--- src/verilog/adc_host_pkg.sv ---
`default_nettype none

package adc_host_pkg;

  // ---------------------------------------------------------------------
  // Clock and converter timing
  // ---------------------------------------------------------------------
  localparam int CLK_PERIOD_NS      = 10;
  localparam int TRIG_HIGH_MIN_NS   = 20;
  localparam int TRIG_HIGH_MAX_NS   = 50;
  localparam int TRIG_LOW_MIN_NS    = 20;
  localparam int CONVERSION_MAX_NS  = 800;
  localparam int STROBE_WIDTH_MAX_NS = 300;
  localparam int RESULT_HOLD_MIN_NS = 20;

  // Least times round up, longest times round down
  localparam int TRIG_HIGH_MIN_CYCLES =
    (TRIG_HIGH_MIN_NS + CLK_PERIOD_NS - 1) / CLK_PERIOD_NS;
  localparam int TRIG_HIGH_MAX_CYCLES = TRIG_HIGH_MAX_NS / CLK_PERIOD_NS;
  localparam int TRIG_HIGH_CYCLES =
    (TRIG_HIGH_MIN_CYCLES + TRIG_HIGH_MAX_CYCLES) / 2;
  localparam int TRIG_LOW_CYCLES =
    (TRIG_LOW_MIN_NS + CLK_PERIOD_NS - 1) / CLK_PERIOD_NS;
  localparam int WAIT_LIMIT_CYCLES =
    (CONVERSION_MAX_NS + STROBE_WIDTH_MAX_NS) / CLK_PERIOD_NS;

  // ---------------------------------------------------------------------
  // Result word and fields
  // ---------------------------------------------------------------------
  localparam int RESULT_BITS_W = 12;
  localparam int MSB_POS       = RESULT_BITS_W - 1;
  localparam int COUNT_W       = 8;
  localparam int FIFO_DEPTH    = 16;

  typedef struct packed {
    logic                     over_range;
    logic [RESULT_BITS_W-1:0] code;
  } sample_type;

  localparam int SAMPLE_W = $bits(sample_type);

  typedef enum logic [2:0] {
    ST_IDLE      = 3'b000,
    ST_HIGH      = 3'b001,
    ST_WAIT_RISE = 3'b010,
    ST_WAIT_FALL = 3'b011
  } ctrl_state_type;

  typedef struct packed {
    ctrl_state_type     state;
    logic [COUNT_W-1:0] count;
    logic [COUNT_W-1:0] low_count;
    logic               trig;
    logic               strobe_prev;
    logic               push;
    sample_type         word;
    logic               timeout;
  } ctrl_type;

endpackage

`default_nettype wire

--- src/verilog/adc_trigger_host.sv ---
`default_nettype none

// -----------------------------------------------------------------------
// Sample FIFO with registered output stage
// -----------------------------------------------------------------------
module sample_fifo #(
  parameter int WIDTH = 13,
  parameter int DEPTH = 16
) (
  input  wire logic             clk,
  input  wire logic             reset,
  input  wire logic             in_valid,
  output logic                  in_ready,
  input  wire logic [WIDTH-1:0] in_data,
  output logic                  out_valid,
  input  wire logic             out_ready,
  output logic      [WIDTH-1:0] out_data
);
  localparam int PTR_W = $clog2(DEPTH);

  typedef struct packed {
    logic [PTR_W-1:0] wr_ptr;
    logic [PTR_W-1:0] rd_ptr;
    logic [PTR_W:0]   count;
    logic             valid;
    logic [WIDTH-1:0] data;
  } fifo_type;

  fifo_type         cur;
  fifo_type         next_cur;
  logic [WIDTH-1:0] mem [DEPTH];
  logic             push;
  logic             pop;

  assign in_ready  = (cur.count != (PTR_W+1)'(DEPTH));
  assign out_valid = cur.valid;
  assign out_data  = cur.data;
  assign push      = in_valid && in_ready;
  assign pop       = (cur.count != '0) && (!cur.valid || out_ready);

  always_comb begin
    next_cur = cur;
    if (push) begin
      next_cur.wr_ptr = cur.wr_ptr + 1'b1;
    end
    if (pop) begin
      next_cur.rd_ptr = cur.rd_ptr + 1'b1;
      next_cur.valid  = 1'b1;
      next_cur.data   = mem[cur.rd_ptr];
    end else if (out_ready) begin
      next_cur.valid = 1'b0;
    end
    case ({push, pop})
      2'b10:   next_cur.count = cur.count + 1'b1;
      2'b01:   next_cur.count = cur.count - 1'b1;
      default: next_cur.count = cur.count;
    endcase
  end

  always_ff @(posedge clk) begin
    if (reset) begin
      cur <= '0;
    end else begin
      cur <= next_cur;
    end
  end

  // Storage is left out of reset; only count and the output valid flag decide what is valid
  always_ff @(posedge clk) begin
    if (push) begin
      mem[cur.wr_ptr] <= in_data;
    end
  end

endmodule

// -----------------------------------------------------------------------
// Converter trigger and result capture controller
// -----------------------------------------------------------------------
// Summary of operation
// - Trigger held high 20 to 50 ns
// - Trigger held low at least 20 ns
// - Trigger fall may follow strobe immediately
// - New trigger allowed right after strobe
// - Strobe rise marks result; capture it
// - Optional capture on fall: result of the same trigger
module adc_trigger_host #(
  parameter int DEPTH = adc_host_pkg::FIFO_DEPTH
) (
  input  wire logic                                   SYS_CLK,
  input  wire logic                                   RESET,
  input  wire logic                                   RUN,
  input  wire logic                                   CAPTURE_ON_FALL,
  input  wire logic                                   TWOS_COMPLEMENT,
  output logic                                        CONVERT_TRIGGER,
  input  wire logic                                   RESULT_READY_STROBE,
  input  wire logic [adc_host_pkg::RESULT_BITS_W-1:0] RESULT_BITS,
  input  wire logic                                   RESULT_MSB_INV,
  input  wire logic                                   OVER_RANGE_FLAG,
  output logic                                        SAMPLE_VALID,
  input  wire logic                                   SAMPLE_READY,
  output adc_host_pkg::sample_type                    SAMPLE_DATA,
  output logic                                        TIMEOUT_ERROR
);
  import adc_host_pkg::*;

  localparam logic [COUNT_W-1:0] HIGH_LAST =
    COUNT_W'(TRIG_HIGH_CYCLES - 1);
  localparam logic [COUNT_W-1:0] LOW_LAST =
    COUNT_W'(TRIG_LOW_CYCLES - 1);
  localparam logic [COUNT_W-1:0] WAIT_LAST =
    COUNT_W'(WAIT_LIMIT_CYCLES - 1);

  ctrl_type   cur;
  ctrl_type   next_cur;
  logic       fifo_ready;
  logic       strobe_rise;
  logic       strobe_fall;
  sample_type live_word;
  sample_type fifo_word;

  // ---------------------------------------------------------------------
  // Strobe edges and result formatting
  // ---------------------------------------------------------------------
  assign strobe_rise = RESULT_READY_STROBE && !cur.strobe_prev;
  assign strobe_fall = !RESULT_READY_STROBE && cur.strobe_prev;

  always_comb begin
    live_word.over_range = OVER_RANGE_FLAG;
    live_word.code       = RESULT_BITS;
    if (TWOS_COMPLEMENT) begin
      live_word.code[MSB_POS] = RESULT_MSB_INV;
    end
  end

  // ---------------------------------------------------------------------
  // Control sequence
  // ---------------------------------------------------------------------
  always_comb begin
    next_cur             = cur;
    next_cur.strobe_prev = RESULT_READY_STROBE;
    next_cur.push        = 1'b0;
    next_cur.timeout     = 1'b0;
    if (!cur.trig && cur.low_count != LOW_LAST) begin
      next_cur.low_count = cur.low_count + 1'b1;
    end
    case (cur.state)
      ST_IDLE: begin
        // A push still on its way is waited out before space is judged,
        // otherwise the word of one more conversion finds the FIFO full
        if (RUN && fifo_ready && !cur.push &&
            cur.low_count == LOW_LAST) begin
          next_cur.trig  = 1'b1;
          next_cur.count = HIGH_LAST;
          next_cur.state = ST_HIGH;
        end
      end
      ST_HIGH: begin
        if (cur.count == '0) begin
          next_cur.trig      = 1'b0;
          next_cur.low_count = '0;
          next_cur.count     = WAIT_LAST;
          next_cur.state     = ST_WAIT_RISE;
        end else begin
          next_cur.count = cur.count - 1'b1;
        end
      end
      ST_WAIT_RISE: begin
        if (strobe_rise) begin
          next_cur.count = WAIT_LAST;
          if (CAPTURE_ON_FALL) begin
            next_cur.state = ST_WAIT_FALL;
          end else begin
            // Data is already settled when the rise is seen
            next_cur.word  = live_word;
            next_cur.push  = 1'b1;
            next_cur.state = ST_IDLE;
          end
        end else if (cur.count == '0) begin
          next_cur.timeout = 1'b1;
          next_cur.state   = ST_IDLE;
        end else begin
          next_cur.count = cur.count - 1'b1;
        end
      end
      ST_WAIT_FALL: begin
        if (strobe_fall) begin
          // Taken in the first cycle after the fall, inside the hold time
          next_cur.word  = live_word;
          next_cur.push  = 1'b1;
          next_cur.state = ST_IDLE;
        end else if (cur.count == '0) begin
          next_cur.timeout = 1'b1;
          next_cur.state   = ST_IDLE;
        end else begin
          next_cur.count = cur.count - 1'b1;
        end
      end
      default: begin
        next_cur.state = ST_IDLE;
        next_cur.trig  = 1'b0;
      end
    endcase
  end

  always_ff @(posedge SYS_CLK) begin
    if (RESET) begin
      cur           <= '0;
      cur.state     <= ST_IDLE;
      cur.low_count <= LOW_LAST;
    end else begin
      cur <= next_cur;
    end
  end

  assign CONVERT_TRIGGER = cur.trig;
  assign TIMEOUT_ERROR   = cur.timeout;
  assign SAMPLE_DATA     = fifo_word;

  // ---------------------------------------------------------------------
  // Result buffer
  // ---------------------------------------------------------------------
  sample_fifo #(
    .WIDTH (SAMPLE_W),
    .DEPTH (DEPTH)
  ) result_fifo (
    .clk       (SYS_CLK),
    .reset     (RESET),
    .in_valid  (cur.push),
    .in_ready  (fifo_ready),
    .in_data   (cur.word),
    .out_valid (SAMPLE_VALID),
    .out_ready (SAMPLE_READY),
    .out_data  (fifo_word)
  );

endmodule

`default_nettype wire

--- config.mk ---
export PLATFORM = sky130hd
export DESIGN_NAME = adc_trigger_host
export DESIGN_NICKNAME = d
export VERILOG_FILES = /design/src/verilog/adc_host_pkg.sv /design/src/verilog/adc_trigger_host.sv
export SDC_FILE = /design/constraint.sdc
export NUM_CORES = 1
export LEC_CHECK = 0
export BUFFER_PORTS_ARGS = -buffer_cell sky130_fd_sc_hd__buf_4
export CORE_AREA = 3 3 143 180
export DETAILED_ROUTE_END_ITERATION = 12
export DIE_AREA = 0 0 146 183
export HOLD_SLACK_MARGIN = 0.05
export PLACE_DENSITY = 0.69
export SYNTH_ARGS = -nofsm -noshare
export SYNTH_HDL_FRONTEND = slang
export SYNTH_SLANG_ARGS = --single-unit
--- constraint.sdc ---
create_clock -name SYS_CLK -period 7.8 [get_ports SYS_CLK]
set_clock_uncertainty 0.2 [all_clocks]
set_input_delay 0.39 -clock SYS_CLK [delete_from_list [all_inputs] [get_ports SYS_CLK]]
set_output_delay 0.39 -clock SYS_CLK [all_outputs]
set_load 0.01 [all_outputs]
==> results.toml, run 1 <==
[status]
outcome = "finished clean"

[drt]
drc = 0
ant_nets = 0
dr_wl_met3_mm = 1.18
drtIter0Drc = 556
dr_wl_met2_mm = 11.5
wl_met1_mm = 9.31
drt_pre_antenna_iters = 5
vias = 6055
routed_wl_mm = 22.7
avgRoutedWirePerCell_microns = 21.0
top_layer = "met4"
viasPerCell = 5.60

[grt]
grt_max_degree = 57
antenna_found_initial = 0
track_usage_pct = 17.0
first_global_vias = 6170
grt_pass1_wl_mm = 35.6
gr-total-overflow = 0

[placed_design]
dpl_cell_area_sq_um = 11300
port_buffers = 36
place_ws_ns = 3.76
hpwl_mm = 14.4
gp_congestion = 0.900
dpl.cell_count = 1021

[worst_hold_path]
worstHoldEndpoint = "result_fifo.out_valid"
min_path_type = "in2reg"
holdPathStages = 3
hold_start = "SAMPLE_READY"

[floorplan]
die_w_microns = 146
initial_core_util_pct = 44.7
die_area_sq_um = 26700
dieHeight_microns = 183
io_pins = 37
std_cell_rows = 64
core_area_sq_um = 24300

[critical_path]
arrival_ns = 4.31
startpoint = "result_fifo.cur[14]"
r2r_setup_slack_ns = 3.73
crit_required_ns = 8.04
timing.rr.start = "result_fifo.cur[14]"
start_kind = "flop"
crit_type = "reg2reg"
critPathMaxFanout = 28
critPathCaptureType = "flop"
r2r_end = "result_fifo.cur[18]"
rr_worst_depth = 10

[timing]
hold_viol_final = 0
setup_viol = 0
period_share_pct = 52.2
max_freq_mhz = 246
tightest_slew_ns = 1.34
setup_ws_ns = 3.73
setup_tns_ns = 0
rsz0062_at_grt = "false"
drv_slew = 0
period_minus_slack_ns = 4.07
relSlewSlack_pct = 10.6

[final_layout]
n_fill_cell = 1939
final_cells = 1082
diodes = 0
final_cell_area_sq_um = 12400
drive_gt1_share_pct = 20.5
area_delta_synth_final_pct = 14.6
nets = 767

[yosys]
ys_ff_latch = 271
yosys_warnings = 0
syn_area_per_cell_sq_um = 15.6
netlist.area_leader.share_pct = 57.6
async_flop_share_pct = 0
yosys-top-cells-area = "edfxtp_1, dfxtp_1, mux4_2"
synth_top_cells_by_count = "edfxtp_1, dfxtp_1, nor2_1"
yosysMostFrequentCell = "edfxtp_1"
seq_area_frac_synth_pct = 69.2
synth_ff_type = "edfxtp_1"
synth_nets = 731
postSynthCellCount = 696
synth_edf_count = 208
synth_top_area_cell = "edfxtp_1"
mappedNetlistArea_sq_um = 10800
synth_cell_types = 57

[power]
seq_power_share_pct = 46.5
p_leak_uw = 0.00394
swShare_pct = 25.8
powerDensity_nw_per_um2 = 295
p_int_uw = 2720
power_switching_uw = 947
p_comb_share_pct = 16.7
irDropWorstVdd_uv = 187
pwr-share-clk_pct = 36.8

[clock_network]
numCtsBuffers = 26
clk_latency_ns = 0.52
clk_pin_slew_worst_paths_ns = 0.07
htreeDepth = 1
cts.hold.buffers_added = 13
clock_sink_count = 271
clockRootBuffer = "clkbuf_16"
post_cts_buffers = 0
cts_resized = 0
clk_path_buf_depth = 3
cts_tree = "built"

[run]
cap_violations = 0
## layer usage
layer	global-route usage (%)	up-vias
met5	0	-
met4	6.10	0
met3	2.30	29
met2	28.7	198
met1	22.9	3082
li1	-	2746
## critical path: stages (launching register included)
cell and delay [ns]:
dfxtp_1 0.35, or4_4 0.56, o21ai_2 0.85, inv_2 0.16, ha_1 0.31, ha_1 0.33
nor2b_1 0.17, o21ai_0 0.30, a21oi_1 0.15, or4_1 0.48, a21oi_1 0.14
## final cells by class
type / instances / area [sq um] / share of cell area [%]
Inverter: 13 / 48.8 / 0.393
Tap cell: 330 / 413 / 3.32
Timing Repair Buffer: 54 / 438 / 3.52
Clock inverter: 12 / 170 / 1.37
Clock buffer: 36 / 781 / 6.28
Sequential cell: 271 / 7510 / 60.4
Multi-Input combinational cell: 366 / 3070 / 24.7
## state kept, by name, summed over array words and instances (netlist names)
register,flops
CONVERT_TRIGGER,1
TIMEOUT_ERROR,1
cur,34
result_fifo.cur,13
result_fifo.mem,208
result_fifo.out_data,13
result_fifo.out_valid,1
## worst max-delay path by stage
stage,end,slack (ns),cells past startpoint
after floorplan,result_fifo.cur[18],4.75,10
after CTS,result_fifo.cur[18],3.76,10
after detailed placement,result_fifo.cur[18],3.76,10
after global placement,result_fifo.cur[18],4.05,10
after global routing,result_fifo.cur[18],3.54,10
final,result_fifo.cur[18],3.73,10
## logic make-up after synthesis
family          after synthesis  synth area share (%)
xor+xnor                     15                  1.21
flops                       271                  69.2
simple gates                162                  7.26
buf+inv                      59                  2.70
mux                          54                  11.0
other cells                   1                0.0346
compound gates              120                  6.91
fa+ha+maj                    14                  1.68
## through the flow
step,hold WS (ns),power [uW],util (%)
6_report,0.0691,3670,51.2
2_1_floorplan,0.257,2190,-
4_1_cts,0.0533,3700,51.2
3_5_place_dp,0.288,2350,46.8
5_1_grt,0.0835,3830,51.2
3_3_place_gp,0.287,2310,46.8
## placed cells by master, fill, tap and decap left out, types with 3 or more instances in the layout
master / Yosys / final
a22oi_1: 26 / 26
nor2_1: 63 / 63
nor4_1: 4 / 4
nor3_2: 1 / 5
clkbuf_1: 20 / 3
ha_1: 13 / 13
clkbuf_16: 0 / 28
mux4_2: 52 / 52
clkbuf_8: 0 / 5
or3_1: 3 / 3
a21oi_1: 59 / 59
nor3_1: 10 / 6
nor2b_1: 10 / 10
a211oi_1: 4 / 4
a31oi_1: 5 / 5
o21ai_0: 9 / 9
o21bai_1: 3 / 3
dlygate4sd3_1: 0 / 13
nand4_1: 4 / 4
bufinv_16: 0 / 4
xnor2_1: 5 / 5
xor2_1: 10 / 10
edfxtp_1: 208 / 208
buf_4: 16 / 41
nand2_1: 39 / 39
nand2b_1: 7 / 7
dfxtp_1: 63 / 61
inv_1: 12 / 12
## power by group through the flow
stage | Sequential (uW) | Combinational (uW) | Clock, uW
2_1_floorplan | 1640 | 555 | 0
3_3_place_gp | 1740 | 570 | 0
3_5_place_dp | 1750 | 605 | 0
4_1_cts | 1710 | 612 | 1380
5_1_grt | 1730 | 665 | 1430
6_report | 1710 | 612 | 1350
Note: power is estimated with default switching activity, not from simulation.
==> run 2, diff against run 1 <==
--- a/config.mk
+++ b/config.mk
@@ -5,12 +5,13 @@
 export SDC_FILE = /design/constraint.sdc
 export NUM_CORES = 1
 export LEC_CHECK = 0
+export ABC_AREA = 1
 export BUFFER_PORTS_ARGS = -buffer_cell sky130_fd_sc_hd__buf_4
-export CORE_AREA = 3 3 143 180
+export CORE_AREA = 3 3 148 186
 export DETAILED_ROUTE_END_ITERATION = 12
-export DIE_AREA = 0 0 146 183
+export DIE_AREA = 0 0 151 189
 export HOLD_SLACK_MARGIN = 0.05
-export PLACE_DENSITY = 0.69
+export PLACE_DENSITY = 0.72
 export SYNTH_ARGS = -nofsm -noshare
 export SYNTH_HDL_FRONTEND = slang
 export SYNTH_SLANG_ARGS = --single-unit
==> constraint.sdc (replaced) <==
create_clock -name SYS_CLK -period 3.55 [get_ports SYS_CLK]
set_clock_uncertainty 0.2 [all_clocks]
set_input_delay 0.1775 -clock SYS_CLK [delete_from_list [all_inputs] [get_ports SYS_CLK]]
set_output_delay 0.1775 -clock SYS_CLK [all_outputs]
set_load 0.01 [all_outputs]
==> run 2 against run 1 <==
  * Non-clock buffer count up 25
  * Via count rose by 35%
  * First-iteration DRC count up 20%
  * Hold slack better by 0.12 ns
  * Final cell count up 43%
  * Sequential cell count did not move
  * Utilization down 0.66 points
  * Largest power group unchanged
==> results.toml, run 2 <==
[status]
outcome = "finished clean"

[grt]
grt_pass1_wl_mm = 42.2
gr-total-overflow = 0
first_global_vias = 8058
antenna_found_initial = 0
track_usage_pct = 18.7
grt_max_degree = 107

[timing]
drv_slew = 0
setup_tns_ns = 0
relSlewSlack_pct = 31.0
period_share_pct = 66.2
setup_viol = 0
rsz0062_at_grt = "false"
max_freq_mhz = 425
tightest_slew_ns = 1.04
period_minus_slack_ns = 2.35
hold_viol_final = 0

[yosys]
synth_top_cells_by_count = "nor2_1, edfxtp_1, nand2_1"
synth_top_area_cell = "edfxtp_1"
synth_nets = 1186
mappedNetlistArea_sq_um = 11600
postSynthCellCount = 1151
async_flop_share_pct = 0
yosys_warnings = 0
synth_ff_type = "edfxtp_1"
synth_edf_count = 208
netlist.area_leader.share_pct = 53.9
ys_ff_latch = 271
synth_cell_types = 38
seq_area_frac_synth_pct = 64.8
yosys-top-cells-area = "edfxtp_1, dfxtp_1, nor2_1"
syn_area_per_cell_sq_um = 10.1
yosysMostFrequentCell = "nor2_1"

[critical_path]
arrival_ns = 2.61
crit_required_ns = 3.81
crit_type = "reg2reg"
critPathMaxFanout = 5
critPathCaptureType = "flop"
start_kind = "flop"

[floorplan]
die_w_microns = 151
io_pins = 37
std_cell_rows = 66
die_area_sq_um = 28500
dieHeight_microns = 189
initial_core_util_pct = 44.7
core_area_sq_um = 25900

[power]
powerDensity_nw_per_um2 = 670
power_uw = 8790
p_leak_uw = 0.00527
irDropWorstVdd_uv = 573

[clock_network]
post_cts_buffers = 0
numCtsBuffers = 26
cts_resized = 0
cts_tree = "built"
cts.hold.buffers_added = 21
clk_pin_slew_worst_paths_ns = 0.06
clock_sink_count = 271
clockRootBuffer = "clkbuf_16"
htreeDepth = 1
clk_path_buf_depth = 3
clk_latency_ns = 0.52

[worst_hold_path]
min_path_type = "in2reg"

[placed_design]
hpwl_mm = 16.0
dpl_cell_area_sq_um = 12100
port_buffers = 36
gp_congestion = 0.858
dpl.cell_count = 1483

[final_layout]
largest_reg_flops = 208
final_cells = 1551
layout_common_cells = "nor2_1, edfxtp_1, nand2_1, nand3_1, o21ai_0"
final_common_cell = "nor2_1"
reg.largest.list = "result_fifo.mem x208, cur x34"
diodes = 0
n_fill_cell = 2326
drive_gt1_share_pct = 9.91
nets = 1227
area_delta_synth_final_pct = 13.1
max_flop_register = "result_fifo.mem"
final_cell_area_sq_um = 13100

[drt]
viasPerCell = 5.25
drtIter0Drc = 665
avgRoutedWirePerCell_microns = 17.1
drc = 0
drt_pre_antenna_iters = 5
vias = 8147
ant_nets = 0
routed_wl_mm = 26.5

[run]
cap_violations = 0
-- run 2: changes by cell type after synthesis, sizes merged, moves of 7 or more --
cell,before,now
nand2,39,165
a21oi,59,24
nor2b,10,0
nand3,1,126
o21ai,11,111
nor2,63,277
mux4,52,0
a22oi,26,0
nand2b,7,0
buf,26,48
inv,13,67
-- run 2: power breakdown --
part | internal, uW | leakage, uW | total, uW | switching, uW
logic | 854 | 0.00227 | 2430 | 1580
registers | 3520 | 0.00259 | 3660 | 133
clock network | 1570 | 0.000410 | 2690 | 1120
-- run 2: metal layers --
layer,vias to the layer above,global-route usage [%],share of wire [%]
met1,3870,22.7,39
met2,270,33.3,51
met3,65,2.87,6.8
met4,0,7.01,3.4
li1,3942,-,-
met5,-,0,0
-- run 2: through the flow --
stage	hold slack, ns	worst slack (ns)	util (%)
4_1_cts	0.172	1.16	50.6
3_3_place_gp	0.176	1.21	46.5
3_5_place_dp	0.179	1.18	46.5
2_1_floorplan	0.0806	1.25	-
6_report	0.191	1.20	50.6
5_1_grt	0.204	0.934	50.6
-- run 2: kinds of logic after synthesis --
logic type,count (synthesis),share of synthesized area [%]
fa+ha+maj,14,1.58
xor+xnor,10,0.756
other cells,1,0.0323
compound gates,140,6.24
flops,271,64.8
simple gates,580,20.8
buf+inv,134,5.74
mux,1,0.0971
-- run 2: cell type report --
class | instances | area (sq um) | share of cell area, %
clock buffer | 34 | 722 | 5.51
multi-input combinational | 746 | 3420 | 26.1
inverter | 68 | 258 | 1.97
tap | 340 | 425 | 3.24
timing repair buffer | 79 | 658 | 5.02
clock inverter | 13 | 116 | 0.887
sequential | 271 | 7510 | 57.3
-- run 2: path summary, 6_finish.rpt --
| check | cells after the start | end | slack [ns] | from |
|---|---|---|---|---|
| worst min-delay path | 4 | cur[6] | 0.19 | RESULT_BITS[5] |
| worst max-delay path | 12 | result_fifo.cur[18] | 1.20 | result_fifo.cur[15] |
| worst min register to register | 2 | cur[26] | 0.26 | cur[26] |
| worst max register to register | 12 | result_fifo.cur[18] | 1.20 | result_fifo.cur[15] |
-- run 2: critical path, cell delays in order (launching register included) --
cell and delay (ns):
dfxtp_1 0.33, nor2_1 0.16, nand3_1 0.09, nand2_1 0.17, inv_1 0.09, ha_1 0.28
ha_1 0.36, nand2_1 0.09, nand2_1 0.05, a21oi_1 0.15, xor2_1 0.16, nand2_1 0.06
a21oi_1 0.10
